## src/omc_defs.vh

```
`ifndef OMC_DEFS_VH
`define OMC_DEFS_VH
// ==========================================================
// Register byte offsets
`define OMC_REG_CTRL 4'h0
`define OMC_REG_CHAN 4'h4
`define OMC_REG_MAP0 4'h8
`define OMC_REG_MAP1 4'hc
`define OMC_REG_STAT 5'h10
`define OMC_REG_DIAG 5'h14
// ==========================================================
// Field positions
`define OMC_CTRL_STAY 0
`define OMC_CTRL_SRST 1
`define OMC_STAT_UV 2
`define OMC_STAT_LOP 3
`define OMC_STAT_TER 4
// ==========================================================
// Reset values and limp channel mask
`define OMC_MAP0_RST 4'h4
`define OMC_MAP1_RST 4'h8
`define OMC_LIMP_MASK 4'hc
// ==========================================================
// Mode codes
`define OMC_M_IDLE 2'h0
`define OMC_M_LIMP 2'h1
`define OMC_M_ACT 2'h2
`define OMC_M_SLEEP 2'h3
// ==========================================================
// AXI responses
`define OMC_OKAY 2'h0
`define OMC_SLVERR 2'h2
`endif

```

## src/omc_mode_ctrl.v

```verilog
// Behaviour
// Four modes: sleep, idle, active, limp; behaviour differs per mode.
// Mode decided only by wake, direct inputs, channel-on bits, stay-active; the code also uses the supply monitors.
// Switch-on request outside active goes to active or limp by wake.
// Sleep: outputs off, all registers held at defaults; the code keeps the fault bits and transmission error.
// Idle: all channels off, diagnosis inactive.
// Idle with logic supply: registers work, reads and writes accepted.
// Idle never clears channel fault bits.
// Wake high plus any input or channel-on bit enters active.
// Stay-active 0: all inputs and channel-on low returns to idle.
// Stay-active 1 holds active regardless of inputs and channel-on bits.
// Logic supply undervoltage with all inputs low forces idle.
// High input with wake high enters active even with zero route maps.
// Wake low and any input high enters limp, driving its channel.
// Limp: reads return data, writes ignored.
// Limp: undervoltage and low-power flags read 1, open-load-off reads 0.
// Limp: mode field reads 01.
// First command after limp entry sets transmission error, later normal.
// Limp: fault bits and output monitor bits work normally.
// Limp: other registers held at default, not programmable.
// Limp: only channels 2 and 3 switchable.
// Host avoids commands during active/limp transitions.
// Power-up needs a supply and an input or wake high.
// Registers default on logic undervoltage, wake low, soft reset.
// Direct inputs and wake pin synchronised before use.
`timescale 1ns/100ps
`include "omc_defs.vh"
module omc_mode_ctrl (
   // Clock and reset
   input wire aclk,
   input wire aresetn,
   // AXI4-Lite write address
   input wire [31:0] s_axi_awaddr,
   input wire s_axi_awvalid,
   output reg s_axi_awready,
   // AXI4-Lite write data
   input wire [31:0] s_axi_wdata,
   input wire [3:0] s_axi_wstrb,
   input wire s_axi_wvalid,
   output reg s_axi_wready,
   // AXI4-Lite write response
   output reg [1:0] s_axi_bresp,
   output reg s_axi_bvalid,
   input wire s_axi_bready,
   // AXI4-Lite read address
   input wire [31:0] s_axi_araddr,
   input wire s_axi_arvalid,
   output reg s_axi_arready,
   // AXI4-Lite read data
   output reg [31:0] s_axi_rdata,
   output reg [1:0] s_axi_rresp,
   output reg s_axi_rvalid,
   input wire s_axi_rready,
   // Pins and supply monitors
   input wire wake_pin,
   input wire [1:0] direct_input_pins,
   input wire logic_supply_ok,
   input wire load_supply_ok,
   input wire load_supply_uv,
   input wire logic_low_power,
   input wire [3:0] channel_fault_in,
   input wire [3:0] open_load_in,
   input wire [3:0] output_monitor_in,
   // Outputs
   output reg [3:0] channel_drive,
   output reg [1:0] mode_out
);
   // ==========================================================
   // Synchronisers
   // Two stages per pin; stage one is read only by stage two
   wire [18:0] raw;
   reg [18:0] sync1_q;
   reg [18:0] sync2_q;
   assign raw = {output_monitor_in, open_load_in, channel_fault_in,
      logic_low_power, load_supply_uv, load_supply_ok,
      logic_supply_ok, direct_input_pins, wake_pin};
   // Two-flop sync
   always @(posedge aclk) begin
      if (!aresetn) begin
         sync1_q <= 19'h00000;
         sync2_q <= 19'h00000;
      end else begin
         sync1_q <= raw;
         sync2_q <= sync1_q;
      end
   end
   wire wake_s = sync2_q[0];
   wire [1:0] in_s = sync2_q[2:1];
   wire vdd_ok_s = sync2_q[3];
   wire vs_ok_s = sync2_q[4];
   wire vs_uv_s = sync2_q[5];
   wire lop_s = sync2_q[6];
   wire [3:0] fault_s = sync2_q[10:7];
   wire [3:0] ol_s = sync2_q[14:11];
   wire [3:0] mon_s = sync2_q[18:15];
   // ==========================================================
   // Registers and AXI state
   reg [1:0] mode_q;
   reg [1:0] mode_d;
   reg stay_q;
   reg [3:0] chan_q;
   reg [3:0] map0_q;
   reg [3:0] map1_q;
   reg uv_flag_q;
   reg lop_flag_q;
   reg ter_q;
   reg limp_first_q;
   reg [3:0] fault_q;
   reg [3:0] open_load_off_bits_q;
   reg aw_have_q;
   reg w_have_q;
   reg [4:0] aw_addr_q;
   reg [31:0] w_data_q;
   reg [3:0] w_strb_q;
   wire any_in = |in_s;
   wire limp = (mode_q == `OMC_M_LIMP);
   wire active = (mode_q == `OMC_M_ACT);
   // Power-up condition
   wire power_up = (vdd_ok_s | vs_ok_s) & (any_in | wake_s);
   // ==========================================================
   // Mode state machine
   // Wake, inputs, channel bits, stay bit, plus supply monitors
   always @* begin
      mode_d = mode_q;
      case (mode_q)
         `OMC_M_SLEEP: begin
            // Request leaves sleep
            if (power_up && wake_s && (any_in || stay_q))
               mode_d = `OMC_M_ACT;
            else if (power_up && wake_s)
               mode_d = `OMC_M_IDLE;
            else if (power_up && any_in)
               mode_d = `OMC_M_LIMP;
         end
         `OMC_M_IDLE: begin
            // Enter active; maps ignored here
            if (!power_up)
               mode_d = `OMC_M_SLEEP;
            else if (!wake_s)
               mode_d = `OMC_M_LIMP;
            else if (any_in || (|chan_q) || stay_q)
               mode_d = `OMC_M_ACT;
         end
         `OMC_M_ACT: begin
            if (!power_up)
               mode_d = `OMC_M_SLEEP;
            // Wake low with input high
            else if (!wake_s)
               mode_d = any_in ? `OMC_M_LIMP : `OMC_M_SLEEP;
            // Logic undervoltage to idle
            else if (!vdd_ok_s && !any_in)
               mode_d = `OMC_M_IDLE;
            // Fall back; stay bit holds
            else if (!stay_q && !any_in && !(|chan_q))
               mode_d = `OMC_M_IDLE;
         end
         `OMC_M_LIMP: begin
            if (!power_up)
               mode_d = `OMC_M_SLEEP;
            // Wake high returns to active
            else if (wake_s)
               mode_d = `OMC_M_ACT;
            else if (!any_in)
               mode_d = `OMC_M_SLEEP;
         end
         default: mode_d = `OMC_M_SLEEP;
      endcase
   end
   // Mode register
   always @(posedge aclk) begin
      if (!aresetn)
         mode_q <= `OMC_M_SLEEP;
      else
         mode_q <= mode_d;
   end
   // ==========================================================
   // Channel drive
   wire [3:0] routed = (in_s[0] ? map0_q : 4'h0) |
      (in_s[1] ? map1_q : 4'h0);
   always @(posedge aclk) begin
      if (!aresetn)
         channel_drive <= 4'h0;
      else if (active)
         channel_drive <= chan_q | routed;
      // Limp drives channels 2 and 3 only
      else if (limp)
         channel_drive <= routed & `OMC_LIMP_MASK;
      // Sleep and idle off
      else
         channel_drive <= 4'h0;
   end
   // ==========================================================
   // Write path
   // Address and data may come in either order
   wire aw_take = s_axi_awvalid & s_axi_awready;
   wire w_take = s_axi_wvalid & s_axi_wready;
   wire wr_go = aw_have_q & w_have_q & ~s_axi_bvalid;
   wire ar_take = s_axi_arvalid & s_axi_arready;
   wire wr_map = (aw_addr_q[4:2] <= 3'h5);
   // Writes only outside limp and sleep
   wire wr_ok = wr_go & wr_map & ~limp & (mode_q != `OMC_M_SLEEP);
   wire wr_ctrl = wr_ok & (aw_addr_q == {1'b0, `OMC_REG_CTRL});
   wire wr_chan = wr_ok & (aw_addr_q == {1'b0, `OMC_REG_CHAN});
   wire wr_map0 = wr_ok & (aw_addr_q == {1'b0, `OMC_REG_MAP0});
   wire wr_map1 = wr_ok & (aw_addr_q == {1'b0, `OMC_REG_MAP1});
   wire wr_diag = wr_ok & (aw_addr_q == `OMC_REG_DIAG);
   wire soft_rst = wr_ctrl & w_strb_q[0] & w_data_q[`OMC_CTRL_SRST];
   // Default-holding conditions
   wire reg_clr = (mode_q == `OMC_M_SLEEP) | !vdd_ok_s | !wake_s |
      soft_rst;
   always @(posedge aclk) begin
      if (!aresetn) begin
         aw_have_q <= 1'b0;
         w_have_q <= 1'b0;
         aw_addr_q <= 5'h00;
         w_data_q <= 32'h00000000;
         w_strb_q <= 4'h0;
         s_axi_awready <= 1'b0;
         s_axi_wready <= 1'b0;
         s_axi_bvalid <= 1'b0;
         s_axi_bresp <= `OMC_OKAY;
      end else begin
         s_axi_awready <= ~aw_have_q & ~aw_take;
         s_axi_wready <= ~w_have_q & ~w_take;
         if (aw_take) begin
            aw_have_q <= 1'b1;
            aw_addr_q <= s_axi_awaddr[4:0];
         end
         if (w_take) begin
            w_have_q <= 1'b1;
            w_data_q <= s_axi_wdata;
            w_strb_q <= s_axi_wstrb;
         end
         if (wr_go) begin
            aw_have_q <= 1'b0;
            w_have_q <= 1'b0;
            s_axi_bvalid <= 1'b1;
            s_axi_bresp <= wr_map ? `OMC_OKAY : `OMC_SLVERR;
         end else if (s_axi_bvalid && s_axi_bready) begin
            s_axi_bvalid <= 1'b0;
         end
      end
   end
   // ==========================================================
   // Control registers
   always @(posedge aclk) begin
      if (!aresetn || reg_clr) begin
         stay_q <= 1'b0;
         chan_q <= 4'h0;
         map0_q <= `OMC_MAP0_RST;
         map1_q <= `OMC_MAP1_RST;
      end else begin
         if (wr_ctrl && w_strb_q[0])
            stay_q <= w_data_q[`OMC_CTRL_STAY];
         if (wr_chan && w_strb_q[0])
            chan_q <= w_data_q[3:0];
         if (wr_map0 && w_strb_q[0])
            map0_q <= w_data_q[3:0];
         if (wr_map1 && w_strb_q[0])
            map1_q <= w_data_q[3:0];
      end
   end
   // ==========================================================
   // Diagnosis
   wire rd_stat = ar_take &
      (s_axi_araddr[4:0] == `OMC_REG_STAT);
   wire diag_on = active | limp;
   wire diag_clr = wr_diag & w_strb_q[0];
   // Fault bits survive idle and soft reset; set wins
   always @(posedge aclk) begin
      if (!aresetn || !vdd_ok_s)
         fault_q <= 4'h0;
      else
         fault_q <= (fault_q & ~(diag_clr ? w_data_q[3:0] : 4'h0)) |
            (diag_on ? fault_s : 4'h0);
   end
   // Off-state open load sampled only when diagnosing
   always @(posedge aclk) begin
      if (!aresetn || reg_clr)
         open_load_off_bits_q <= 4'h0;
      else if (active)
         open_load_off_bits_q <= ol_s & ~channel_drive;
   end
   // Supply flags clear on status read once condition gone
   // Soft reset clears both supply flags while neither supply condition is present
   always @(posedge aclk) begin
      if (!aresetn || (reg_clr && !vs_uv_s && !lop_s)) begin
         uv_flag_q <= 1'b0;
         lop_flag_q <= 1'b0;
      end else begin
         if (vs_uv_s)
            uv_flag_q <= 1'b1;
         else if (rd_stat)
            uv_flag_q <= 1'b0;
         if (lop_s)
            lop_flag_q <= 1'b1;
         else if (rd_stat)
            lop_flag_q <= 1'b0;
      end
   end
   // ==========================================================
   // Transmission error
   // Set by unmapped access, cleared by status read; set wins
   wire rd_bad = ar_take & (s_axi_araddr[4:2] > 3'h5);
   wire any_cmd = ar_take | wr_go;
   // First command after limp entry flags error
   wire limp_hit = limp_first_q & any_cmd & ~rd_stat;
   wire ter_set = rd_bad | (wr_go & ~wr_map) | limp_hit;
   always @(posedge aclk) begin
      if (!aresetn) begin
         ter_q <= 1'b0;
         limp_first_q <= 1'b0;
      end else begin
         if (ter_set)
            ter_q <= 1'b1;
         else if (rd_stat)
            ter_q <= 1'b0;
         if (mode_d == `OMC_M_LIMP && !limp)
            limp_first_q <= 1'b1;
         else if (any_cmd || !limp)
            limp_first_q <= 1'b0;
      end
   end
   // ==========================================================
   // Read path
   reg [31:0] rd_mux;
   always @* begin
      rd_mux = 32'h00000000;
      case (s_axi_araddr[4:2])
         3'h0: rd_mux[0] = stay_q;
         3'h1: rd_mux[3:0] = chan_q;
         3'h2: rd_mux[3:0] = map0_q;
         3'h3: rd_mux[3:0] = map1_q;
         3'h4: begin
            // Mode field reports limp as 01
            rd_mux[1:0] = mode_q;
            // Limp forces supply flags high
            rd_mux[`OMC_STAT_UV] = uv_flag_q | limp;
            rd_mux[`OMC_STAT_LOP] = lop_flag_q | limp;
            rd_mux[`OMC_STAT_TER] = ter_q | limp_first_q;
            rd_mux[11:8] = channel_drive;
         end
         3'h5: begin
            rd_mux[3:0] = fault_q;
            // Open-load-off reads 0 in limp
            rd_mux[7:4] = limp ? 4'h0 : open_load_off_bits_q;
            // Monitor live in limp
            rd_mux[11:8] = mon_s;
         end
         default: rd_mux = 32'h00000000;
      endcase
   end
   always @(posedge aclk) begin
      if (!aresetn) begin
         s_axi_arready <= 1'b0;
         s_axi_rvalid <= 1'b0;
         s_axi_rdata <= 32'h00000000;
         s_axi_rresp <= `OMC_OKAY;
      end else begin
         s_axi_arready <= ~s_axi_rvalid & ~ar_take;
         if (ar_take) begin
            s_axi_rvalid <= 1'b1;
            s_axi_rdata <= rd_mux;
            s_axi_rresp <= rd_bad ? `OMC_SLVERR : `OMC_OKAY;
         end else if (s_axi_rvalid && s_axi_rready) begin
            s_axi_rvalid <= 1'b0;
         end
      end
   end
   always @(posedge aclk) begin
      if (!aresetn)
         mode_out <= `OMC_M_SLEEP;
      else
         mode_out <= mode_d;
   end
endmodule

```

## config.mk

```make
export PLATFORM = sky130hd
export DESIGN_NAME = omc_mode_ctrl
export DESIGN_NICKNAME = d
export VERILOG_FILES = /design/src/omc_mode_ctrl.v
export VERILOG_INCLUDE_DIRS = /design/src /design/src/src
export SDC_FILE = /design/constraint.sdc
export NUM_CORES = 1
export LEC_CHECK = 0
export BUFFER_PORTS_ARGS = -buffer_cell sky130_fd_sc_hd__buf_4
export CELL_PAD_IN_SITES_DETAIL_PLACEMENT = 1
export CELL_PAD_IN_SITES_GLOBAL_PLACEMENT = 1
export CORE_MARGIN = 2
export CORE_UTILIZATION = 37
export DETAILED_ROUTE_END_ITERATION = 16
export HOLD_SLACK_MARGIN = 0.02
export PLACE_DENSITY = 0.84
export SETUP_SLACK_MARGIN = 0.4
export SLEW_MARGIN = 20
export SYNTH_ARGS = -nofsm -noshare
export SYNTH_HDL_FRONTEND = slang
export SYNTH_SLANG_ARGS = --single-unit
```

## constraint.sdc

```tcl
create_clock -name aclk -period 3.1 [get_ports aclk]
set_input_delay 0.93 -clock aclk [delete_from_list [all_inputs] [get_ports aclk]]
set_output_delay 0.93 -clock aclk [all_outputs]
set_load 0.02 [all_outputs]
```

## Word-level counts from Yosys, hierarchy flattened

Cells that the tools add are included.

| storage, ports and cells | value |
|---|---|
| latch bits | 0 |
| word-level logic and storage cells | 181 |
| output and inout bits | 47 |
| input bits | 126 |
| memories | 0 |
| register bits | 102 |
| memory bits (read-only) | 0 |
| RAM bits | 0 |

| cells by class | value |
|---|---|
| shift operators | 0 |
| multipliers | 0 |
| $lt $le $gt $ge | 2 |
| divide/modulo/power cells | 0 |
| eq/ne operators | 15 |
| add/sub/neg operators | 0 |
| bitwise logic cells | 55 |
| muxes and demuxes | 39 |
| reduce and logical (&&, ||, !) cells | 43 |

Operators by type and width:

| kind | count |
|---|---|
| 2-to-1 mux 2 bit | 16 |
| 2-to-1 mux 4 bit | 7 |
| bitwise AND 1 bit | 25 |
| logical AND 1 bit | 15 |
| one-hot mux 3 bit (5 select lines) | 1 |
| bitwise OR 1 bit | 12 |
| bitwise OR 4 bit | 3 |
| nonzero test 2 bit | 6 |
| NOT 1 bit | 11 |
| equality test 5 x 4 -> 1 bit (second input constant) | 2 |
| equality test 5 bit (second input constant) | 2 |
| 2-to-1 mux 1 bit | 10 |
| zero test 1 bit | 9 |
| bitwise AND 4 bit | 2 |
| NOT 4 bit | 2 |
| one-hot mux 2 bit (4 select lines) | 1 |
| one-hot mux 4 bit (2 select lines) | 1 |
| logical OR 1 bit | 7 |
| equality test 3 x 2 -> 1 bit (second input constant) | 2 |
| equality test 3 bit (second input constant) | 2 |
| one-hot mux 1 bit (6 select lines) | 1 |
| equality test 5 x 3 -> 1 bit (second input constant) | 1 |
| zero test 5 bit | 1 |
| equality test 2 x 1 -> 1 bit (second input constant) | 2 |
| other kinds (11) | 13 |

## Depth between registers and ports, before layout

| depth | value |
|---|---|
| word-level depth | 12 |
| gate-level depth with buffers | 8 |
| gate-level depth less buffers | 7 |

## Worst setup path after synthesis

No wires, ideal clock.

| timing path | value |
|---|---|
| path kind | input -> register |
| start point | input port s_axi_araddr[4] |
| end point | register lop_flag_q |
| stages on the path | 6 |
| setup slack | 846 ps |
| path buffers | 1 |
| arrival time | 2122 ps |
| setup time | 132 ps |
| data required time | 2968 ps |
| cells stage by stage | buf_2 nor2b_1 nand2_1 or4_1 o211ai_1 a21oi_1 |

| between the ends | value |
|---|---|
| cells in the longest elaborated chain, start to end | 3 |

RTL lines:

| what | RTL line | source |
|---|---|---|
| from (decl) | omc_mode_ctrl.v:46 | `input wire [31:0] s_axi_araddr,` |
| equality test 5 bit (no line) | - |  |
| bitwise AND 1 bit | omc_mode_ctrl.v:265 | `wire rd_stat = ar_take &` |
| nonzero test 2 bit (no line) | - |  |
| to (signal assigned) | omc_mode_ctrl.v:289 | `lop_flag_q <= 1'b0;` |
| to (signal assigned) | omc_mode_ctrl.v:296 | `lop_flag_q <= 1'b1;` |
| to (signal assigned) | omc_mode_ctrl.v:298 | `lop_flag_q <= 1'b0;` |
| to (decl) | omc_mode_ctrl.v:105 | `reg lop_flag_q;` |

Every way passes these cells.
A chain may end at the register's enable or synchronous reset.

==> out/summary.txt <==
status - finished, final reports clean
origin of the worst setup path - mode_out[1]
die extent in x - 107 um
die height - 107 um
top post-synthesis cells by count - dfxtp_1, a21oi_1, nand2_1
post-synth cell types - 45
Initial Util - 38.2%
main combinational cell family by area after synthesis - simple AND/OR/NAND/NOR gates
CTS Buffer Depth - 2
top-count cell post-synth - dfxtp_1
Fmax achieved - 412 MHz
vias - 3165
sequential element share of the synthesized area - 50.7%
pwr dens - 614 mW/mm2
initial antenna violation count - 0
Clock Sink Count - 100
Crit Path Max Fanout - 11
Final Hold Fails - 0
Mapped Area - 0.00395 mm2
first-pass GRT wire length - 15900 um
global placer's final weighted congestion - 0.847
# diodes - 0
crit path kind - flop to flop
worst min-delay path class - flop to flop
period utilisation layout - 78.3%
clock insertion delay at the later pin of the skew report - 0.36 ns
HPWL after detailed placement - 7230 um
VDD IR max - 227 uV
Worst Hold Margin - 0.434 ns
CTS tree - done
Post-synth EDFFs - 0
Hold-fix buffers, CTS - 0
WL per Instance - 15.8 um
post-route ant nets - 0
CP Capture Type - flop
drt pass-1 iters - 4
startpoint types - flop
Critical R2R Capture - chan_q[0]
launch point of the worst reg-to-reg path - mode_out[1]
vias in the first global route - 3130
Tmin final - 2.43 ns
RSZ-0062 raised after global routing - no
Area Growth Syn to Fin - 18.1%
Final Setup Violations - 0
CTS Root Cell - clkbuf_8
layout cells sized above 1 - 18.0%
global-route usage over all layers - 17.9%
average size of a mapped cell - 9.18 um2
Ports - 173
Arrival @ worst endpoint - 2.67 ns
area leader, netlist - dfxtp_1
crit path capture - chan_q[0]
Req. time, crit path - 3.34 ns
post-synthesis mux area share - 4.88%
Synth Area in Simple Gates - 21.7%
Worst Tran Pin Value - 0.970 ns
post-DR vias/cell - 5.06
Layout Nets - 615
maxcap violations - 0
Async SR Flop Fraction - 0%
Clock Skew - 0.00976 ns
adder-cell share of the synthesized area - 1.27%
dominant cells by area after synthesis - dfxtp_1, and2_1, a21oi_1
IO buf count - 65
post-synthesis compound-gate area fraction - 14.5%
core area - 0.0103 mm2
number of buffers created by CTS - 9
num rows - 37
top-area cell type share of the netlist area - 50.7%
Syn Inst Count - 430
reg2reg path depth - 7
flop-to-flop setup slack - 0.67 ns
clock transition at the registers of the reported paths - 0.10 ns
most common flop cell mapped by yosys - dfxtp_1
aggregate routed wire length - 9900 um
Post-Synth XOR/XNOR Area - 0%
Rel. slew slack - 35.3%
synthesized flop and latch total - 100
die footprint - 0.0115 mm2
total negative slack - 0 ns
LEAKAGE - 0.00182 uW
Max Slew Vio Count - 0
Post-route DRC - 0
Initial DRC Count - 103
synth warn - 0
GRT overflow - 0
largest net degree at the start of global routing - 31
number of H-tree levels - 3
==> cell usage in the layout, fill, tap and decap left out, drive strengths merged, types with 3 or more instances in the layout <==
cell,netlist,routed
a21oi,44,44
conb,1,22
nand2b,10,10
nor2,28,28
inv,5,5
nand3b,7,7
a31oi,5,5
dfxtp,100,100
a22oi,3,3
o31ai,3,3
buf,26,66
a311oi,4,4
o211ai,8,8
nand2,44,44
ha,4,4
and2,41,41
mux2i,17,17
nand3,15,15
o21ai,16,16
nor3,6,6
clkbuf,17,10
==> worst max-delay path, stage by stage, from the launching register on <==
cell      delay (ns)
dfxtp_1         0.53
inv_1           0.12
ha_1            0.37
a211oi_2        0.31
nand4_1         0.34
nor3_4          0.36
mux2i_1         0.24
nor2_1          0.05
==> where the power goes <==
part           internal [uW]  leakage (uW)  switching (uW)
registers               1350      0.000818            71.5
clock network            455      0.000102             444
logic                    216      0.000904             329
==> how the worst min path moves through the flow <==
stage / startpoint / end / cells past startpoint / slack, ns
after floorplan: sync1_q[0] / sync2_q[0] / 1 / 0.41
after global placement: sync1_q[8] / sync2_q[8] / 1 / 0.42
after detailed placement: sync1_q[4] / sync2_q[4] / 1 / 0.42
after CTS: sync1_q[13] / sync2_q[13] / 1 / 0.44
after global routing: sync1_q[3] / sync2_q[3] / 1 / 0.45
final: sync1_q[13] / sync2_q[13] / 1 / 0.43
==> flip-flops by register name, indices dropped and copies added (netlist names), 2 cells and up <==
register / cells
aw_addr_q: 5
channel_drive: 4
fault_q: 4
w_data_q: 4
chan_q: 4
sync1_q: 19
map0_q: 4
s_axi_rdata: 12
mode_out: 2
map1_q: 4
sync2_q: 19
open_load_off_bits_q: 4
==> final cells by class <==
cell class | instances | area (um2)
Clock inverter | 6 | 88.8
Tap cell | 136 | 170
Inverter | 5 | 18.8
Clock buffer | 10 | 128
Multi-Input combinational cell | 303 | 1760
Fill cell | 1214 | 5660
Timing Repair Buffer | 66 | 495
Sequential cell | 100 | 2000
==> through the flow <==
step | area [um2] | cells | util [%] | worst slack, ns | power, uW
2_1_floorplan | 4030 | 451 | - | 0.846 | 1810
3_3_place_gp | 4440 | 610 | 43.0 | 0.587 | 1950
3_5_place_dp | 4440 | 610 | 43.0 | 0.542 | 1980
4_1_cts | 4660 | 626 | 45.1 | 0.545 | 2890
6_report | 4660 | 626 | 45.2 | 0.672 | 2860
5_1_grt | 4660 | 626 | 45.2 | 0.453 | 3000
==> cells by family (layout without fill, tap and decap cells) <==
| kind of cell | after synthesis | in the layout |
|---|---|---|
| DFF | 100 | 100 |
| muxes | 19 | 19 |
| adders and majority gates | 4 | 4 |
| other | 1 | 22 |
| AOI/OAI and AO/OA | 94 | 94 |
| and+or+nand+nor | 164 | 164 |
| buffers and inverters | 48 | 87 |
==> metal layers <==
layer  global-route usage [%]  part of all wire (%)  vias to the layer above
met2                     30.2                    50                       72
met4                     6.03                   1.1                        0
met3                     4.18                   4.0                        7
met1                     22.4                    45                     1533
met5                        0                     0                        -
li1                         -                     -                     1553
==> what timing repair did <==
item | 4_1_cts | 5_1_grt
endpoints found under the setup margin | 0 | 4
buffers inserted | 0 | 0
gates resized for setup | 0 | 1
Power figures use the tool's default switching activity.
